===== config.mk =====
export PLATFORM = sky130hd
export DESIGN_NAME = serial_if_regs
export DESIGN_NICKNAME = d
export VERILOG_FILES = /design/src/serial_if_pkg.sv /design/src/serial_if_regs.sv
export SDC_FILE = /design/constraint.sdc
export NUM_CORES = 1
export LEC_CHECK = 0
export BUFFER_PORTS_ARGS = -buffer_cell sky130_fd_sc_hd__buf_2
export CAP_MARGIN = 20
export CORE_ASPECT_RATIO = 1.25
export CORE_MARGIN = 2
export CORE_UTILIZATION = 58
export CTS_BUF_LIST = sky130_fd_sc_hd__clkbuf_8
export DETAILED_ROUTE_END_ITERATION = 10
export PLACE_DENSITY_LB_ADDON = 0.15
export SYNTH_ARGS = -nofsm -noshare
export SYNTH_HDL_FRONTEND = slang
export SYNTH_SLANG_ARGS = --single-unit

===== constraint.sdc =====
create_clock -name pclk -period 2.9 [get_ports pclk]
set_input_delay 0.435 -clock pclk [delete_from_list [all_inputs] [get_ports pclk]]
set_output_delay 0.435 -clock pclk [all_outputs]
set_load 0.01 [all_outputs]

===== src/serial_if_pkg.sv =====
// Purpose: Shared constants and carrier types for the serial interface register block
// Assumes: APB with 32-bit data, one register per aligned word
// Notes:   Bit rate is a fixed divider; baud registers are outside this block
package serial_if_pkg;

  // Register byte offsets
  localparam logic [7:0] LINE_STATUS_OFS      = 8'h00;
  localparam logic [7:0] FRAME_CONTROL_OFS    = 8'h04;
  localparam logic [7:0] TRANSFER_CONTROL_OFS = 8'h08;
  localparam logic [7:0] CHAR_DATA_OFS        = 8'h0C;

  // Reset values
  localparam logic [7:0] LINE_STATUS_RST      = 8'hC0;
  localparam logic [7:0] FRAME_CONTROL_RST    = 8'h00;
  localparam logic [7:0] TRANSFER_CONTROL_RST = 8'h00;

  // Status bit positions
  localparam int ST_TXE  = 7;
  localparam int ST_TC   = 6;
  localparam int ST_RXF  = 5;
  localparam int ST_IDLE = 4;
  localparam int ST_OVR  = 3;
  localparam int ST_NF   = 2;
  localparam int ST_FE   = 1;
  localparam int ST_PE   = 0;

  // Bit timing: clocks per bit and receive sample point
  localparam int          CLK_HZ        = 200_000_000;
  localparam int          BAUD          = 115_200;
  localparam logic [11:0] BIT_CYCLES    = 12'(CLK_HZ / BAUD);
  localparam logic [11:0] HALF_CYCLES   = 12'(CLK_HZ / BAUD / 2);
  localparam logic [3:0]  BREAK_BITS    = 4'h9;

  // Frame controls
  typedef struct packed {
    logic rx_ninth_bit;
    logic tx_ninth_bit;
    logic serial_disable;
    logic word_len_sel;
    logic wake_method;
    logic parity_enable;
    logic parity_odd_sel;
    logic parity_int_en;
  } frame_control_s;

  typedef struct packed {
    logic tx_empty_int_en;
    logic tx_done_int_en;
    logic rx_int_en;
    logic idle_int_en;
    logic tx_enable;
    logic rx_enable;
    logic rx_mute;
    logic send_break_ctl;
  } transfer_control_s;

  typedef enum logic [3:0] {
    TX_IDLE  = 4'b0001,
    TX_START = 4'b0010,
    TX_DATA  = 4'b0100,
    TX_STOP  = 4'b1000
  } tx_state_e;

  typedef enum logic [3:0] {
    RX_HUNT  = 4'b0001,
    RX_START = 4'b0010,
    RX_DATA  = 4'b0100,
    RX_STOP  = 4'b1000
  } rx_state_e;

endpackage


===== src/serial_if_regs.sv =====
// Purpose: Status, control and data registers of an asynchronous serial interface
// Assumes: Single 200 MHz clock; rxd pin is asynchronous and synchronised here
// Notes:   Fixed bit rate; LIN header features are not present
//
// What this block does
// - Holding-empty sets on load into shifter; cleared by status access then data write.
// - Status reads C0h after reset: holding-empty and done set.
// - Done sets after a data character, never after preamble or break.
// - Rx full sets on transfer into data register; cleared by status then data read.
// - Idle sets on idle line, rearms only after rx full; cleared by read sequence.
// - Overrun when new word ready while rx full; old data kept.
// - Noise flag sets on noisy character; cleared by status then data read.
// - Framing flag on bad stop bit or break; cleared by read sequence.
// - Framing plus overrun together set only overrun.
// - Parity error sets when enabled; interrupts with its enable; status access then data read or data write clears.
// - Ninth bit is captured and sent from control bits when word length is nine.
// - Disable stops transmitter and receiver at end of current byte.
// - Word length selects eight or nine data bits between start and stop.
// - Wake method picks idle line or address mark for muted receiver.
// - Parity enable generates and checks; odd select latched per byte.
// - Shared interrupt from each flag except noise and framing, paired with its enable.
// - Enable delays start one bit; enable rise during a frame sends one idle preamble after that frame.
// - Receiver hunts for start bit only while enabled.
// - Mute cleared on wake-up; mute writes ignored in address mode while rx full.
// - Break control set then cleared sends one break word after current word.
// - Data write loads transmit holding, data read returns receive holding.
// - With parity enabled the data most significant bit is replaced by parity.
// - Idle-line wake-up clears mute without setting idle.
module serial_if_regs (
  // APB slave
  input  wire logic        pclk,
  input  wire logic        presetn,
  input  wire logic        psel,
  input  wire logic        penable,
  input  wire logic        pwrite,
  input  wire logic [7:0]  paddr,
  input  wire logic [31:0] pwdata,
  output logic      [31:0] prdata,
  output logic             pready,
  output logic             pslverr,
  // Serial line
  input  wire logic        rxd,
  output logic             txd,
  // Shared interrupt
  output logic             irq
);

  serial_if_pkg::frame_control_s    fc_ff;
  serial_if_pkg::transfer_control_s tc_ff;
  logic [7:0] st_ff;
  logic [7:0] tx_hold_ff, rx_hold_ff;
  logic       tx_hold_full_ff;
  logic       arm_ff;
  logic       rxd_s1_ff, rxd_s2_ff;

  // APB decode; zero wait state, pready held high
  logic acc, wr, rd, hit;
  assign acc = psel & penable;
  assign wr  = acc & pwrite;
  assign rd  = acc & ~pwrite;
  assign hit = (paddr == serial_if_pkg::LINE_STATUS_OFS) |
               (paddr == serial_if_pkg::FRAME_CONTROL_OFS) |
               (paddr == serial_if_pkg::TRANSFER_CONTROL_OFS) |
               (paddr == serial_if_pkg::CHAR_DATA_OFS);
  logic st_acc, dat_wr, dat_rd;
  assign st_acc = acc & (paddr == serial_if_pkg::LINE_STATUS_OFS);
  assign dat_wr = wr & (paddr == serial_if_pkg::CHAR_DATA_OFS);
  assign dat_rd = rd & (paddr == serial_if_pkg::CHAR_DATA_OFS);
  logic clr_wr, clr_rd;
  assign clr_wr = arm_ff & dat_wr;
  assign clr_rd = arm_ff & dat_rd;

  // Clear sequence arming: a status access arms, any data access consumes
  always_ff @(posedge pclk or negedge presetn) begin
    if (!presetn) begin
      arm_ff <= 1'b0;
    end else if (st_acc) begin
      arm_ff <= 1'b1;
    end else if (dat_wr | dat_rd) begin
      arm_ff <= 1'b0;
    end
  end

  // APB outputs registered; unmapped reads give zero with pslverr
  always_ff @(posedge pclk or negedge presetn) begin
    if (!presetn) begin
      prdata  <= 32'h0000_0000;
      pready  <= 1'b0;
      pslverr <= 1'b0;
    end else begin
      pready  <= 1'b1;
      pslverr <= psel & ~penable & ~hit;
      if (psel & ~penable & ~pwrite) begin
        unique case (paddr)
          serial_if_pkg::LINE_STATUS_OFS:      prdata <= {24'h00_0000, st_ff};
          serial_if_pkg::FRAME_CONTROL_OFS:    prdata <= {24'h00_0000, fc_ff};
          serial_if_pkg::TRANSFER_CONTROL_OFS: prdata <= {24'h00_0000, tc_ff};
          serial_if_pkg::CHAR_DATA_OFS:        prdata <= {24'h00_0000, rx_hold_ff};
          default:                             prdata <= 32'h0000_0000;
        endcase
      end
    end
  end

  // Pin synchroniser
  always_ff @(posedge pclk or negedge presetn) begin
    if (!presetn) begin
      rxd_s1_ff <= 1'b1;
      rxd_s2_ff <= 1'b1;
    end else begin
      rxd_s1_ff <= rxd;
      rxd_s2_ff <= rxd_s1_ff;
    end
  end

  // Bit-rate enable: one pulse per bit period; held high with the counter at zero when disabled and idle
  logic [11:0] baud_cnt_ff;
  logic        bit_tick, tx_busy, rx_busy;
  assign bit_tick = (baud_cnt_ff == 12'h000);
  always_ff @(posedge pclk or negedge presetn) begin
    if (!presetn) begin
      baud_cnt_ff <= 12'h000;
    end else if (fc_ff.serial_disable & ~tx_busy) begin
      baud_cnt_ff <= 12'h000;
    end else if (bit_tick) begin
      baud_cnt_ff <= serial_if_pkg::BIT_CYCLES - 12'h001;
    end else begin
      baud_cnt_ff <= baud_cnt_ff - 12'h001;
    end
  end

  // Transmitter
  serial_if_pkg::tx_state_e tx_st_ff;
  logic [9:0] tx_sh_ff;
  logic [3:0] tx_cnt_ff;
  logic       tx_data_ff, tx_brk_ff, tx_pre_ff;
  logic       brk_pend_ff, pre_pend_ff, ena_wait_ff;
  logic       tx_start, tx_end;
  assign tx_busy  = (tx_st_ff != serial_if_pkg::TX_IDLE);
  assign tx_end   = (tx_st_ff == serial_if_pkg::TX_STOP) & bit_tick;
  assign tx_start = (tx_st_ff == serial_if_pkg::TX_IDLE) & bit_tick & tc_ff.tx_enable &
                    ~ena_wait_ff & ~fc_ff.serial_disable &
                    (pre_pend_ff | brk_pend_ff | tx_hold_full_ff);

  // Parity over 7 or 8 low bits, sent in place of the top data bit
  logic       par_bit;
  logic [8:0] tx_word;
  always_comb begin
    par_bit = fc_ff.word_len_sel ? ^tx_hold_ff[7:0] : ^tx_hold_ff[6:0];
    par_bit = par_bit ^ fc_ff.parity_odd_sel;
    tx_word = {fc_ff.tx_ninth_bit, tx_hold_ff};
    if (fc_ff.parity_enable) begin
      if (fc_ff.word_len_sel) tx_word[8] = par_bit;
      else tx_word[7] = par_bit;
    end
  end

  // Break and preamble requests from control bit edges
  logic sbk_fall, te_rise;
  assign sbk_fall = wr & (paddr == serial_if_pkg::TRANSFER_CONTROL_OFS) &
                    tc_ff.send_break_ctl & ~pwdata[0];
  assign te_rise  = wr & (paddr == serial_if_pkg::TRANSFER_CONTROL_OFS) &
                    ~tc_ff.tx_enable & pwdata[3];
  always_ff @(posedge pclk or negedge presetn) begin
    if (!presetn) begin
      brk_pend_ff <= 1'b0;
      pre_pend_ff <= 1'b0;
      ena_wait_ff <= 1'b0;
    end else begin
      if (sbk_fall) brk_pend_ff <= 1'b1;
      else if (tx_start & ~pre_pend_ff) brk_pend_ff <= 1'b0;
      if (te_rise & tx_busy) pre_pend_ff <= 1'b1;
      else if (tx_start) pre_pend_ff <= 1'b0;
      if (te_rise) ena_wait_ff <= 1'b1;
      else if (bit_tick) ena_wait_ff <= 1'b0;
    end
  end

  // Transmit shifter: LSB first, start 0, data, stop 1
  always_ff @(posedge pclk or negedge presetn) begin
    if (!presetn) begin
      tx_st_ff   <= serial_if_pkg::TX_IDLE;
      tx_sh_ff   <= 10'h3FF;
      tx_cnt_ff  <= 4'h0;
      tx_data_ff <= 1'b0;
      tx_brk_ff  <= 1'b0;
      tx_pre_ff  <= 1'b0;
      txd        <= 1'b1;
    end else if (bit_tick) begin
      unique case (tx_st_ff)
        serial_if_pkg::TX_IDLE: begin
          txd <= 1'b1;
          if (tx_start) begin
            tx_pre_ff  <= pre_pend_ff;
            tx_brk_ff  <= brk_pend_ff & ~pre_pend_ff;
            tx_data_ff <= ~pre_pend_ff & ~brk_pend_ff;
            tx_sh_ff   <= {1'b0, tx_word};
            tx_st_ff   <= serial_if_pkg::TX_START;
          end
        end
        serial_if_pkg::TX_START: begin
          txd       <= ~tx_pre_ff & 1'b0 | tx_pre_ff;
          tx_cnt_ff <= fc_ff.word_len_sel ? 4'h9 : 4'h8;
          tx_st_ff  <= serial_if_pkg::TX_DATA;
        end
        serial_if_pkg::TX_DATA: begin
          txd       <= tx_pre_ff | (~tx_brk_ff & tx_sh_ff[0]);
          tx_sh_ff  <= {1'b1, tx_sh_ff[9:1]};
          tx_cnt_ff <= tx_cnt_ff - 4'h1;
          if (tx_cnt_ff == 4'h1) tx_st_ff <= serial_if_pkg::TX_STOP;
        end
        serial_if_pkg::TX_STOP: begin
          txd      <= ~tx_brk_ff; // Break holds the line low through the stop slot
          tx_st_ff <= serial_if_pkg::TX_IDLE;
        end
      endcase
    end
  end

  // Receiver: sample at mid bit using a half-bit offset counter
  serial_if_pkg::rx_state_e rx_st_ff;
  logic [11:0] rx_tmr_ff;
  logic [3:0]  rx_cnt_ff;
  logic [8:0]  rx_sh_ff;
  logic        rx_noise_ff, rxd_prev_ff;
  logic        rx_done, rx_samp;
  logic [11:0] idle_cnt_ff;
  logic [3:0]  idle_bits_ff;
  logic        idle_armed_ff;
  assign rx_samp = (rx_tmr_ff == 12'h000);
  assign rx_busy = (rx_st_ff != serial_if_pkg::RX_HUNT);
  assign rx_done = (rx_st_ff == serial_if_pkg::RX_STOP) & rx_samp;
  always_ff @(posedge pclk or negedge presetn) begin
    if (!presetn) begin
      rx_st_ff    <= serial_if_pkg::RX_HUNT;
      rx_tmr_ff   <= 12'h000;
      rx_cnt_ff   <= 4'h0;
      rx_sh_ff    <= 9'h000;
      rx_noise_ff <= 1'b0;
      rxd_prev_ff <= 1'b1;
    end else begin
      rxd_prev_ff <= rxd_s2_ff;
      rx_tmr_ff   <= rx_samp ? serial_if_pkg::BIT_CYCLES - 12'h001 : rx_tmr_ff - 12'h001;
      unique case (rx_st_ff)
        serial_if_pkg::RX_HUNT: begin
          if (tc_ff.rx_enable & ~fc_ff.serial_disable & ~rxd_s2_ff) begin
            rx_tmr_ff   <= serial_if_pkg::HALF_CYCLES;
            rx_noise_ff <= 1'b0;
            rx_st_ff    <= serial_if_pkg::RX_START;
          end
        end
        serial_if_pkg::RX_START: if (rx_samp) begin
          rx_cnt_ff <= fc_ff.word_len_sel ? 4'h9 : 4'h8;
          rx_st_ff  <= rxd_s2_ff ? serial_if_pkg::RX_HUNT : serial_if_pkg::RX_DATA;
        end
        serial_if_pkg::RX_DATA: if (rx_samp) begin
          rx_sh_ff  <= fc_ff.word_len_sel ? {rxd_s2_ff, rx_sh_ff[8:1]}
                                          : {1'b0, rxd_s2_ff, rx_sh_ff[7:1]};
          rx_cnt_ff <= rx_cnt_ff - 4'h1;
          if (rx_cnt_ff == 4'h1) rx_st_ff <= serial_if_pkg::RX_STOP;
        end else if (rxd_s2_ff != rxd_prev_ff && rx_tmr_ff < 12'h010) begin
          rx_noise_ff <= 1'b1; // Edge near the sample point counts as noise
        end
        serial_if_pkg::RX_STOP: if (rx_samp) rx_st_ff <= serial_if_pkg::RX_HUNT;
      endcase
    end
  end

  // Received word properties at the stop sample
  logic rx_fe, rx_pe, rx_msb, rx_addr;
  assign rx_fe   = ~rxd_s2_ff;
  assign rx_msb  = fc_ff.word_len_sel ? rx_sh_ff[8] : rx_sh_ff[7];
  assign rx_pe   = fc_ff.parity_enable & ((fc_ff.word_len_sel ? ^rx_sh_ff : ^rx_sh_ff[7:0])
                   ^ fc_ff.parity_odd_sel);
  assign rx_addr = fc_ff.wake_method & rx_msb;

  // Idle line: nine bit times (ten for nine-bit words) of high line while receiver idle
  always_ff @(posedge pclk or negedge presetn) begin
    if (!presetn) begin
      idle_cnt_ff  <= 12'h000;
      idle_bits_ff <= 4'h0;
    end else if (rx_busy | ~rxd_s2_ff | ~tc_ff.rx_enable) begin
      idle_cnt_ff  <= 12'h000;
      idle_bits_ff <= 4'h0;
    end else if (idle_cnt_ff == serial_if_pkg::BIT_CYCLES - 12'h001) begin
      idle_cnt_ff <= 12'h000;
      if (idle_bits_ff != serial_if_pkg::BREAK_BITS + 4'h1) idle_bits_ff <= idle_bits_ff + 4'h1;
    end else begin
      idle_cnt_ff <= idle_cnt_ff + 12'h001;
    end
  end
  logic idle_seen;
  assign idle_seen = (idle_cnt_ff == serial_if_pkg::BIT_CYCLES - 12'h001) &
                     (idle_bits_ff == (fc_ff.word_len_sel ? 4'h9 : 4'h8));

  // Control registers and ninth-bit capture
  logic rx_take, rx_over, mute_wake_idle, mute_wake_addr;
  assign rx_take        = rx_done & (~tc_ff.rx_mute | rx_addr);
  assign rx_over        = rx_take & st_ff[serial_if_pkg::ST_RXF];
  assign mute_wake_idle = tc_ff.rx_mute & ~fc_ff.wake_method & idle_seen;
  assign mute_wake_addr = tc_ff.rx_mute & rx_done & rx_addr;
  always_ff @(posedge pclk or negedge presetn) begin
    if (!presetn) begin
      fc_ff <= serial_if_pkg::FRAME_CONTROL_RST;
      tc_ff <= serial_if_pkg::TRANSFER_CONTROL_RST;
    end else begin
      if (wr & (paddr == serial_if_pkg::FRAME_CONTROL_OFS)) fc_ff[6:0] <= pwdata[6:0];
      if (rx_take & ~rx_over & fc_ff.word_len_sel) fc_ff.rx_ninth_bit <= rx_sh_ff[8];
      if (wr & (paddr == serial_if_pkg::TRANSFER_CONTROL_OFS)) begin
        tc_ff[7:2] <= pwdata[7:2];
        tc_ff[0]   <= pwdata[0];
        if (~(fc_ff.wake_method & st_ff[serial_if_pkg::ST_RXF])) tc_ff.rx_mute <= pwdata[1];
      end
      if (mute_wake_idle | mute_wake_addr) tc_ff.rx_mute <= 1'b0;
    end
  end

  // Transmit holding register
  always_ff @(posedge pclk or negedge presetn) begin
    if (!presetn) begin
      tx_hold_ff      <= 8'h00;
      tx_hold_full_ff <= 1'b0;
    end else if (dat_wr) begin
      tx_hold_ff      <= pwdata[7:0];
      tx_hold_full_ff <= 1'b1;
    end else if (tx_start & tx_hold_full_ff & ~pre_pend_ff & ~brk_pend_ff) begin
      tx_hold_full_ff <= 1'b0;
    end
  end

  // Receive holding register keeps old contents on overrun
  always_ff @(posedge pclk or negedge presetn) begin
    if (!presetn) begin
      rx_hold_ff <= 8'h00;
    end else if (rx_take & ~rx_over) begin
      rx_hold_ff <= rx_sh_ff[7:0];
    end
  end

  // Status flags; a set in the same cycle as a clear wins
  logic tx_load;
  assign tx_load = tx_start & tx_hold_full_ff & ~pre_pend_ff & ~brk_pend_ff;
  always_ff @(posedge pclk or negedge presetn) begin
    if (!presetn) begin
      st_ff         <= serial_if_pkg::LINE_STATUS_RST;
      idle_armed_ff <= 1'b1;
    end else begin
      if (tx_load) st_ff[serial_if_pkg::ST_TXE] <= 1'b1;
      else if (clr_wr) st_ff[serial_if_pkg::ST_TXE] <= 1'b0;
      if (tx_end & tx_data_ff) st_ff[serial_if_pkg::ST_TC] <= 1'b1;
      else if (clr_wr) st_ff[serial_if_pkg::ST_TC] <= 1'b0;
      if (rx_take & ~rx_over) st_ff[serial_if_pkg::ST_RXF] <= 1'b1;
      else if (clr_rd) st_ff[serial_if_pkg::ST_RXF] <= 1'b0;
      if (rx_over) st_ff[serial_if_pkg::ST_OVR] <= 1'b1;
      else if (clr_rd) st_ff[serial_if_pkg::ST_OVR] <= 1'b0;
      if (rx_take & ~rx_over & rx_noise_ff) st_ff[serial_if_pkg::ST_NF] <= 1'b1;
      else if (clr_rd) st_ff[serial_if_pkg::ST_NF] <= 1'b0;
      if (rx_take & ~rx_over & rx_fe) st_ff[serial_if_pkg::ST_FE] <= 1'b1;
      else if (clr_rd) st_ff[serial_if_pkg::ST_FE] <= 1'b0;
      if (rx_take & ~rx_over & rx_pe) st_ff[serial_if_pkg::ST_PE] <= 1'b1;
      else if (arm_ff & (dat_rd | dat_wr)) st_ff[serial_if_pkg::ST_PE] <= 1'b0;
      // Idle rearms only after a new character has been taken
      if (idle_seen & idle_armed_ff & ~tc_ff.rx_mute) begin
        st_ff[serial_if_pkg::ST_IDLE] <= 1'b1;
        idle_armed_ff <= 1'b0;
      end else begin
        if (clr_rd) st_ff[serial_if_pkg::ST_IDLE] <= 1'b0;
        if (rx_take & ~rx_over) idle_armed_ff <= 1'b1;
      end
    end
  end

  // Shared interrupt request, registered
  always_ff @(posedge pclk or negedge presetn) begin
    if (!presetn) begin
      irq <= 1'b0;
    end else begin
      irq <= (st_ff[serial_if_pkg::ST_TXE] & tc_ff.tx_empty_int_en) |
             (st_ff[serial_if_pkg::ST_TC] & tc_ff.tx_done_int_en) |
             ((st_ff[serial_if_pkg::ST_OVR] | st_ff[serial_if_pkg::ST_RXF]) & tc_ff.rx_int_en) |
             (st_ff[serial_if_pkg::ST_IDLE] & tc_ff.idle_int_en) |
             (st_ff[serial_if_pkg::ST_PE] & fc_ff.parity_int_en);
    end
  end

endmodule


* After elaboration in Yosys (flattened, before gate mapping)
Index checks and enable logic that the tools add are counted.
** Storage, ports and cells
- Register bits :: 164
- Logic and storage cells :: 288
** Operators by class
- $add $sub $neg :: 6
- Order comparisons :: 1
- Equality and inequality tests :: 29
- Muxes and demuxes :: 66
- Bitwise logic cells :: 93
- Reduce and logical (&&, ||, !) cells :: 39
** Operators with widths (count)
- $mux 12 :: 7
- $and 1x1->1 :: 59
- $mux 4 :: 12
- $reduce_bool 2->1 :: 21
- $mux 1 :: 34
- $pmux 4 s4 :: 2
- $pmux 8 s4 :: 1
- $logic_not 12->1 :: 2
- $sub 12x1->12 const B :: 2
- $pmux 10 s2 :: 1
- $ne 2x2->1 const B :: 9
- $eq 4x1->1 const B :: 4
- $eq 8x4->1 const B :: 2
- $not 1->1 :: 16
- $or 1x1->1 :: 16
- $pmux 4 s2 :: 2
- $reduce_xor 8->1 :: 2
- $add 12x1->12 const B :: 1
- $eq 12x11->1 const B :: 1
- $lt 12x5->1 const B :: 1
- $reduce_and 3->1 :: 4
- $mux 10 :: 1
- $mux 9 :: 1
- $reduce_xor 9->1 :: 1
- other kinds (22) :: 32

* Logic depth before layout (Yosys ltp)
Gate-level depths: netlist (run 1).
- Depth in word-level cells :: 11
- Mapped depth :: 8

* Worst setup path after synthesis (run 1)
Ideal clock, no wire load.
- Path type :: input -> register
- Start :: in paddr[5]
- End :: reg tc_ff[0] (netlist name)
- Data arrival time :: 2.054 ns
- Setup slack :: 0.722 ns
- Cell stages on the path :: 5
- Cell sequence :: or4_4 -> nor4_4 -> nor4b_4 -> buf_6 -> mux2_2
** On the way
- Longest elaborated chain between the ends :: 2
** Ends and longest elaborated chain
- start: declaration :: line serial_if_regs.sv:36 : input wire logic [7:0] paddr,
- $eq 8x4->1 :: line serial_if_regs.sv:309 : if (wr & (paddr == serial_if_pkg::TRANSFER_CONTROL_OFS)) begin
- $and 1x1->1 :: line serial_if_regs.sv:309
- end signal: assignment :: line serial_if_regs.sv:305 : tc_ff <= serial_if_pkg::TRANSFER_CONTROL_RST;
- end: declaration :: line serial_if_regs.sv:49 : serial_if_pkg::transfer_control_s tc_ff;
No other way between the ends.
A chain may end at the register's enable or synchronous reset.

* Worst setup path in the final report (run 1)
- Start :: reg baud_cnt_ff[3]
- End :: reg tx_st_ff[0]
** On the way
- Longest elaborated chain between the ends :: 8
** Ends and longest elaborated chain
- start: declaration :: line serial_if_regs.sv:117 : logic [11:0] baud_cnt_ff;
- start signal: assignment :: line serial_if_regs.sv:126 : baud_cnt_ff <= serial_if_pkg::BIT_CYCLES - 12'h001;
- start signal: assignment :: line serial_if_regs.sv:128 : baud_cnt_ff <= baud_cnt_ff - 12'h001;
- $logic_not 12->1 * :: line serial_if_regs.sv:119 : assign bit_tick = (baud_cnt_ff == 12'h000);
- $and 1x1->1 (3 in a row) :: line serial_if_regs.sv:141 : assign tx_start = (tx_st_ff == serial_if_pkg::TX_IDLE) & bit_tick & tc_ff.tx_enable &
- $and 1x1->1 (2 in a row) :: line serial_if_regs.sv:142 : ~ena_wait_ff & ~fc_ff.serial_disable &
- $ne 2x2->1 (no source line)
- $reduce_and 3->1 (no source line) *
- end signal: assignment :: line serial_if_regs.sv:182 : tx_st_ff <= serial_if_pkg::TX_IDLE;
- end signal: assignment :: line serial_if_regs.sv:198 : tx_st_ff <= serial_if_pkg::TX_START;
- end signal: assignment :: line serial_if_regs.sv:204 : tx_st_ff <= serial_if_pkg::TX_DATA;
- end: declaration :: line serial_if_regs.sv:133 : serial_if_pkg::tx_state_e tx_st_ff;
Every way passes the cells marked *; elsewhere a longest branch is shown, timed or not.

==> results.py, run 1 <==
metrics = {
    "clock_network": {
        "cts_tree": "yes",
        "clkLatencyLatePin_ns": 0.45,
        "cts_resized": 0,
        "cts.htree.levels": 4,
        "clk_pin_slew_ns": 0.08,
        "cts_sinks": 140,
        "cts_buffers": 17,
        "ctsRootBufferMaster": "clkbuf_8",
        "cts_buffer_depth": 2,
    },
    "timing": {
        "slew_headroom": 0.6126,
        "final.setup_skew_ns": 0.009382,
        "slew_viol_final": 0,
        "tightest_slew_ns": 0.5810,
        "min_period_over_period": 0.8519,
        "holdWs_ns": 0.08130,
        "fmax_mhz": 404.8,
        "rsz0062_at_grt": "no",
        "period_needed_ns": 2.470,
        "finalHoldViolCount": 0,
        "setup_violations": 0,
        "tns_ns": 0,
    },
    "final_layout": {
        "drive_above_1_share": 0.2193,
        "mostFrequentLayoutCell": "dfrtp_1",
        "final_cell_mix": "dfrtp_1, nand2_1, nor2_1, o21ai_0, xnor2_1",
        "final_net_count": 769,
        "finalInstanceArea_sq_um": 7795,
        "n_antenna_cell": 0,
        "fin_cells": 889,
        "area_delta_synth_final_pct": 10.34,
    },
    "detailed_routing": {
        "viasPerCell": 5.502,
        "drc": 0,
        "initialDrtViolationCount": 220,
        "vias": 4891,
        "routedWlPerCell_um": 15.93,
        "detail-route-antenna-nets": 0,
        "firstDrtPassIters": 4,
        "wirelength_um": 14160,
    },
    "synth": {
        "syn_inst": 668,
        "ys.flop_type": "dfrtp_1",
        "ys_seq_elements": 140,
        "yosysSeqAreaShare": 0.4993,
        "synthArstFlopShare": 1.000,
        "ys_types": 65,
        "synth_edf_count": 0,
        "ys_warn_count": 0,
        "syn_area_sq_um": 7064,
        "synth.avg_cell_area_sq_um": 10.58,
    },
    "grt": {
        "busiest_layer": "met2",
        "overflow": 0,
        "grt_max_degree": 63,
        "grt_pass1_wl_um": 23860,
        "grt_pass1_vias": 4877,
        "antenna_found_initial": 0,
        "met3_usage": 0.05525,
        "grt_usage": 0.2376,
        "met1_usage": 0.2861,
        "gr-usage-met2": 0.4102,
    },
    "power_and_ir_drop": {
        "p_total_w": 0.003797,
        "leakagePower_nw": 3.410,
        "cellPowerDensity_nw_per_um2": 487.1,
        "ir_drop_mv": 0.3912,
    },
    "worst_hold_path": {
        "hp-class": "input pin to flop",
        "worstHoldStart": "rxd",
    },
    "critical_path": {
        "criticalPathCategory": "flop to flop",
        "crit_arrival_ns": 2.85,
        "crit_path_end_kind": "flop",
        "start_kind": "flop",
        "r2r_slack_ns": 0.43,
        "worstPathMaxFanout": 13,
        "crit_path_start": "baud_cnt_ff[3]$_DFF_PN0_",
        "crit_path_end": "tx_st_ff[0]$_DFFE_PN1P_",
        "ff2ff_path_depth": 5,
        "timing.rr.start": "baud_cnt_ff[3]$_DFF_PN0_",
        "required_ns": 3.28,
        "r2r_end": "tx_st_ff[0]$_DFFE_PN1P_",
    },
    "die": {
        "initial_core_util": 0.5890,
        "std_cell_rows": 45,
        "fp.coreArea_sq_um": 11990,
        "die_y_um": 127.4,
        "die_area_sq_um": 13080,
        "io_pins": 82,
        "fp.dieW_um": 102.7,
    },
    "outcome": {
        "status": "finished, final reports clean",
    },
    "placed_design": {
        "placed_cell_area_sq_um": 7352,
        "dp.cells": 856,
        "numPortBuffers": 33,
        "dp_hpwl_um": 10250,
        "place_congestion": 0.8736,
    },
    "run": {
        "cap_violations": 0,
    },
}
## worst min-delay path by stage
stage	to	slack, ns	depth (start not counted)
floorplan	arm_ff$_DFFE_PN0P_	0.14	0
global placement	rxd_s2_ff$_DFF_PN1_	0.35	0
detailed placement	rxd_s2_ff$_DFF_PN1_	0.35	0
CTS	rxd_s1_ff$_DFF_PN1_	0.05	1
global route	rxd_s1_ff$_DFF_PN1_	0.04	1
finish	rxd_s1_ff$_DFF_PN1_	0.08	1
## where the power goes
group	internal, W	switching [W]
sequential	0.00196	0.00000983
clock	0.000934	0.000765
combinational	0.0000373	0.0000863
## layer usage
metal,share of wire,up-vias,wire [um]
met3,0.029,18,407
met5,0,-,0
li1,-,2376,-
met2,0.53,85,7568
met4,0.018,0,250
met1,0.42,2412,5931
## worst max-delay path: stages, from the launching register on
cell,delay [ns]
dfrtp_1,0.42
nor4_1,0.37
nand4_1,0.40
buf_4,0.34
nor3_1,0.47
mux2_2,0.39
## kinds of logic (layout without fill, tap and decap cells)
family	Yosys count	in the layout	share of synthesized area
other	2	25	0.001063
muxes	50	50	0.09139
DFF	140	140	0.4993
xor gates and xnor gates	49	49	0.06075
and+or+nand+nor	238	238	0.1787
AOI/OAI and AO/OA	106	106	0.09476
adders and majority gates	11	11	0.01948
buffers and inverters	72	106	0.05455
## registers in the layout, indices dropped and copies added (netlist names), 4 cells and up
name	flops
tx_cnt_ff	4
tx_st_ff	4
prdata	8
rx_sh_ff	9
idle_bits_ff	4
rx_tmr_ff	12
baud_cnt_ff	12
tc_ff	8
idle_cnt_ff	12
rx_st_ff	4
rx_hold_ff	8
st_ff	8
tx_sh_ff	10
rx_cnt_ff	4
fc_ff	8
tx_hold_ff	8
## timing repair
item	CTS	global route
hold buffers	1	0
buffers inserted	0	0
hold endpoints to repair	53	0
## final cells by class
cell class | instances | area, sq um
flip-flops and latches | 140 | 3527
inverters | 24 | 90.09
multi-input cells | 479 | 3238
clock buffers | 17 | 234.0
repair buffers | 50 | 301.5
well taps | 164 | 205.2
fillers | 988 | 4198
clock inverters | 15 | 198.9
## metrics by stage
| step | util | setup WS (ns) |
|---|---|---|
| 5_1_grt | 0.6500 | 0.1695 |
| 4_1_cts | 0.6500 | 0.4174 |
| 2_1_floorplan | - | 0.7216 |
| 3_5_place_dp | 0.6130 | 0.4329 |
| 3_3_place_gp | 0.6130 | 0.5028 |
| 6_report | 0.6500 | 0.4296 |
## cells in the mapped netlist (all sizes together), types with 8 or more instances
master | count | share of area
mux4 | 8 | 0.026
mux2 | 36 | 0.057
inv | 24 | 0.013
nor2 | 59 | 0.031
a31oi | 11 | 0.0097
nand3 | 13 | 0.0092
clkbuf | 13 | 0.0069
dfrtp | 121 | 0.43
nand2 | 73 | 0.039
o21ai | 35 | 0.025
buf | 35 | 0.035
nand2b | 11 | 0.0097
nor4 | 9 | 0.013
ha | 11 | 0.019
nor3 | 16 | 0.012
a21oi | 24 | 0.019
xnor2 | 35 | 0.043
xor2 | 14 | 0.017
dfstp | 19 | 0.071
(Power assumes the default switching activity.)
==> run 2: changes to the inputs <==
CORE_UTILIZATION = 50   (was 58)
==> run 2 against run 1 <==
  * Cell count is 0.67% higher
  * Hold slack worse by 0.080 ns
  * Maximum frequency is 12% higher
  * Cell area is 0.21% higher
  * Via count is 0.72% lower
  * Power is 2.7% higher
  * First-iteration DRC count is 22% higher
  * Register-to-register slack better by 0.27 ns
  * Global-route usage is 3.1 points lower
  * Die area is 15% higher
==> results.py, run 2 (synthesis results as in run 1) <==
metrics = {
    "clock_network": {
        "clkLatencyLatePin_ns": 0.45,
        "cts_buffers": 17,
        "cts.htree.levels": 4,
        "clk_pin_slew_ns": 0.07,
        "cts_sinks": 140,
        "cts_resized": 0,
        "cts_buffer_depth": 2,
        "cts_tree": "yes",
        "cts_hold_buf": 0,
        "ctsRootBufferMaster": "clkbuf_8",
        "postCtsSetupRepairBufs": 0,
    },
    "timing": {
        "setup_violations": 0,
        "slew_viol_final": 0,
        "fin_ws_ns": 0.7009,
        "slew_headroom": 0.5481,
        "fmax_mhz": 454.7,
        "tightest_slew_ns": 0.6778,
        "min_period_over_period": 0.7583,
        "holdWs_ns": 0.0008076,
        "final.setup_skew_ns": 0.009778,
        "period_needed_ns": 2.199,
        "rsz0062_at_grt": "no",
        "tns_ns": 0,
        "finalHoldViolCount": 0,
    },
    "die": {
        "fp.coreArea_sq_um": 13810,
        "die_area_sq_um": 15100,
        "die_y_um": 136.9,
        "std_cell_rows": 48,
        "initial_core_util": 0.5114,
        "io_pins": 82,
        "fp.dieW_um": 110.3,
    },
    "placed_design": {
        "dp_slack_ns": 0.4482,
        "numPortBuffers": 33,
        "place_congestion": 0.8102,
        "placed_cell_area_sq_um": 7348,
        "dp.cells": 863,
        "dp_hpwl_um": 10200,
    },
    "final_layout": {
        "fin_cells": 895,
        "finalInstanceArea_sq_um": 7811,
        "fill_cells": 1240,
        "final_cell_mix": "dfrtp_1, nand2_1, nor2_1, o21ai_0, xnor2_1",
        "mostFrequentLayoutCell": "dfrtp_1",
        "n_antenna_cell": 0,
        "drive_above_1_share": 0.2097,
        "final_net_count": 764,
        "area_delta_synth_final_pct": 10.57,
        "largestRegisters": "baud_cnt_ff: 12 flops, idle_cnt_ff: 12 flops, rx_tmr_ff: 12 flops",
    },
    "outcome": {
        "status": "finished, final reports clean",
    },
    "power_and_ir_drop": {
        "ir_drop_mv": 0.2956,
        "cellPowerDensity_nw_per_um2": 499.0,
        "leakagePower_nw": 3.434,
    },
    "critical_path": {
        "critPathSlowestCell": "nor3_1",
        "path_cells": "nor4_1 -> nand4_1 -> buf_4 -> nor3_1 -> mux2_2",
        "worstPathMaxFanout": 19,
        "crit_path_end_kind": "flop",
        "required_ns": 3.27,
        "r2r_slack_ns": 0.70,
        "worst-path-buf-inv": 1,
        "slowest_delay_ns": 0.49,
        "crit_family": "simple AND/OR/NAND/NOR gates",
        "criticalPathCategory": "flop to flop",
        "crit_arrival_ns": 2.57,
        "start_kind": "flop",
    },
    "detailed_routing": {
        "detail-route-antenna-nets": 0,
        "wirelength_um": 14100,
        "vias": 4856,
        "initialDrtViolationCount": 268,
        "routedWlPerCell_um": 15.76,
        "drc": 0,
        "viasPerCell": 5.426,
        "firstDrtPassIters": 6,
    },
    "grt": {
        "grt_usage": 0.2068,
        "grt_pass1_wl_um": 23740,
        "grt_pass1_vias": 4860,
        "antenna_found_initial": 0,
        "overflow": 0,
        "grt_max_degree": 74,
    },
    "worst_hold_path": {
        "hp-class": "input pin to async pin",
    },
    "run": {
        "cap_violations": 0,
    },
}
-- run 2: cell types whose count changed in the layout (fill, tap and decap cells not counted), sizes merged --
cell and delta:
clkinv -4, clkinvlp -4, clkbuf +4, dlygate4sd3 -1, bufinv +1, inv +3, buf -4
-- run 2: cell type report --
class	count	area (sq um)	share of cell area
flip-flops and latches	140	3527	0.4515
multi-input cells	479	3238	0.4145
clock buffers	21	289.0	0.03700
repair buffers	45	274.0	0.03508
well taps	175	219.0	0.02803
clock inverters	11	173.9	0.02226
inverters	24	90.09	0.01153
-- run 2: per-layer routing --
layer	vias to the layer above	GRT usage	routed length [um]
met5	-	0	0
met4	0	0.07569	220
met3	15	0.04905	328
met2	54	0.3630	7633
met1	2419	0.2442	5920
li1	2368	-	-
-- run 2: metrics by stage --
stage | utilization | power, W
after detailed placement | 0.5320 | 0.002138
after global routing | 0.5655 | 0.004045
final | 0.5655 | 0.003898
after floorplan | - | 0.002083
after global placement | 0.5320 | 0.002135
after CTS | 0.5655 | 0.003945
-- run 2: worst paths after layout --
check                                              start  cells past startpoint                        to
worst max-delay path            baud_cnt_ff[2]$_DFF_PN0_                      5   tx_st_ff[0]$_DFFE_PN1P_
worst min register to register       rxd_s1_ff$_DFF_PN1_                      0       rxd_s2_ff$_DFF_PN1_
worst min-delay path                             presetn                      1  tx_cnt_ff[3]$_DFFE_PN0P_
worst max register to register  baud_cnt_ff[2]$_DFF_PN0_                      5   tx_st_ff[0]$_DFFE_PN1P_
max in group asynchronous                        presetn                      2   rx_st_ff[0]$_DFFE_PN1P_
min in group pclk                                    rxd                      1       rxd_s1_ff$_DFF_PN1_
-- run 2: report_power, final --
group	internal [W]	leakage, nW	switching [W]
registers	0.00196	1.78	0.0000106
logic	0.0000364	1.40	0.0000864
clock network	0.00110	0.252	0.000700
==> run 3: changes to the inputs <==
clock period = 1.9 ns   (was 2.9 ns; I/O delays follow)
==> run 3 against run 2 <==
  * The run now ends with negative setup slack left
  * Clock skew is essentially flat
  * Clock-buffer cell count shrank 1
  * Routed wire length increased by 14%
  * Critical endpoint is now fc_ff[7]$_DFFE_PN0P_
  * Largest cell class is now multi-input gates
==> results.py, run 3 (synthesis results as in run 1) <==
metrics = {
    "outcome": {
        "status": "complete, but fails checks",
        "failed_checks": "negative setup slack",
    },
    "power_and_ir_drop": {
        "p_comb_frac": 0.036,
        "switching_power_w": 0.001275,
        "clkPwrFrac": 0.451,
        "ir_drop_mv": 0.5679,
        "cellPowerDensity_nw_per_um2": 664.7,
        "leakagePower_nw": 3.932,
        "p_sw_frac": 0.2174,
        "internal_power_w": 0.004592,
        "p_total_w": 0.005867,
        "p_seq_frac": 0.514,
    },
    "final_layout": {
        "final_cell_mix": "dfrtp_1, buf_4, nand2_1, nor2_1, xnor2_1",
        "n_antenna_cell": 0,
        "drive_above_1_share": 0.3556,
        "final_util": 0.6390,
        "final_net_count": 854,
        "fin_cells": 985,
        "fill_cells": 1104,
        "area_delta_synth_final_pct": 24.96,
        "mostFrequentLayoutCell": "dfrtp_1",
        "largestRegisters": "baud_cnt_ff: 12 flops, idle_cnt_ff: 12 flops, rx_tmr_ff: 12 flops",
    },
    "detailed_routing": {
        "vias": 5278,
        "detail-route-antenna-nets": 0,
        "routedWlPerCell_um": 16.34,
        "firstDrtPassIters": 7,
        "drc": 0,
        "initialDrtViolationCount": 281,
        "viasPerCell": 5.358,
        "wirelength_um": 16100,
    },
    "die": {
        "std_cell_rows": 48,
        "die_y_um": 136.9,
        "io_pins": 82,
        "die_area_sq_um": 15100,
        "fp.dieW_um": 110.3,
        "initial_core_util": 0.5114,
        "fp.coreArea_sq_um": 13810,
    },
    "timing": {
        "slew_viol_final": 0,
        "finalHoldViolCount": 0,
        "fin_ws_ns": -0.08026,
        "slew_headroom": 0.6579,
        "setup_violations": 11,
        "tns_ns": -0.5787,
        "min_period_over_period": 1.042,
        "rsz0062_at_grt": "yes",
        "tightest_slew_ns": 0.5131,
        "final.setup_skew_ns": 0.009564,
        "period_needed_ns": 1.980,
        "fmax_mhz": 505.0,
    },
    "run": {
        "cap_violations": 0,
    },
    "clock_network": {
        "cts.htree.levels": 4,
        "ctsRootBufferMaster": "clkbuf_8",
        "cts_buffer_depth": 2,
        "clkLatencyLatePin_ns": 0.46,
        "cts_sinks": 140,
        "clk_pin_slew_ns": 0.08,
        "cts_buffers": 17,
        "cts_tree": "yes",
    },
    "grt": {
        "grt_pass1_wl_um": 26060,
        "grt_usage": 0.2293,
        "antenna_found_initial": 0,
        "overflow": 0,
        "grt_max_degree": 52,
        "grt_pass1_vias": 5431,
    },
    "critical_path": {
        "crit_arrival_ns": 2.33,
        "crit_path_end_kind": "flop",
        "worstPathMaxFanout": 6,
        "required_ns": 2.25,
        "start_kind": "flop",
        "criticalPathCategory": "flop to flop",
    },
    "placed_design": {
        "dp_hpwl_um": 11540,
        "place_congestion": 0.8773,
        "dp_slack_ns": -0.2944,
        "dp.cells": 930,
        "numPortBuffers": 33,
    },
    "worst_hold_path": {
        "hp-class": "input pin to flop",
    },
}
-- run 3: cell count changes in the layout (fill, tap and decap cells not counted), moves of 6 or more --
cell and delta:
mux2_4 +8, buf_4 +79, o21ai_0 -7, mux2_1 -6
-- run 3: layout make-up --
| cell class | count | area (sq um) | area share |
|---|---|---|---|
| clock buffer | 20 | 275.3 | 0.03118 |
| clock inverter | 12 | 170.2 | 0.01928 |
| timing repair buffer | 134 | 1003 | 0.1137 |
| sequential | 140 | 3530 | 0.3999 |
| inverter | 24 | 90.09 | 0.01021 |
| tap | 175 | 219.0 | 0.02481 |
| multi-input combinational | 480 | 3540 | 0.4010 |
-- run 3: timing repair --
action / 4_1_cts / 5_1_grt
gates cloned: 1 / 1
hold buffers: 2 / 0
endpoints found under the hold margin: 39 / 0
setup buffers: 12 / 8
resized for setup: 17 / 51
pin swaps: 4 / 18
setup endpoints to repair: 18 / 48
-- run 3: critical path: stages, from the launching register on --
cell and delay, ns:
dfrtp_1 0.40, inv_2 0.09, ha_4 0.13, nor3b_4 0.18, nand4b_1 0.21, a211oi_4 0.35
buf_12 0.17, nand2_4 0.04, mux2_4 0.29
-- run 3: worst paths after layout --
check                      slack (ns)  depth (start not counted)                    from                  endpoint
max in group asynchronous        0.88                          3                 presetn   tx_sh_ff[5]$_DFFE_PN1P_
hold reg to reg                  0.36                          0     rxd_s1_ff$_DFF_PN1_       rxd_s2_ff$_DFF_PN1_
setup / recovery                -0.08                          8  rx_tmr_ff[0]$_DFF_PN0_      fc_ff[7]$_DFFE_PN0P_
min in group asynchronous        0.35                          2                 presetn  tx_cnt_ff[3]$_DFFE_PN0P_
setup reg to reg                -0.08                          8  rx_tmr_ff[0]$_DFF_PN0_      fc_ff[7]$_DFFE_PN0P_
hold / removal                    0.1                          3                    psel         pslverr$_DFF_PN0_
-- run 3: metrics by stage --
step	hold slack [ns]	area [sq um]
global placement	0.2759	7935
global route	0.07160	8827
floorplan	-0.01059	7201
finish	0.09518	8827
CTS	0.06977	8583
detailed placement	0.2718	7935
-- run 3: power groups by stage --
stage / Clock, W / Combinational (W) / Sequential, W
2_1_floorplan: 0 / 0.000115 / 0.00307
3_3_place_gp: 0 / 0.000207 / 0.00307
3_5_place_dp: 0 / 0.000210 / 0.00307
4_1_cts: 0.00272 / 0.000214 / 0.00301
5_1_grt: 0.00286 / 0.000239 / 0.00301
6_report: 0.00264 / 0.000210 / 0.00301
-- run 3: layer usage --
metal,vias up,part of all wire,global-route usage
li1,2563,-,-
met1,2613,0.40,0.2666
met2,77,0.55,0.4063
met3,25,0.026,0.04381
met4,0,0.021,0.1014
met5,-,0,0
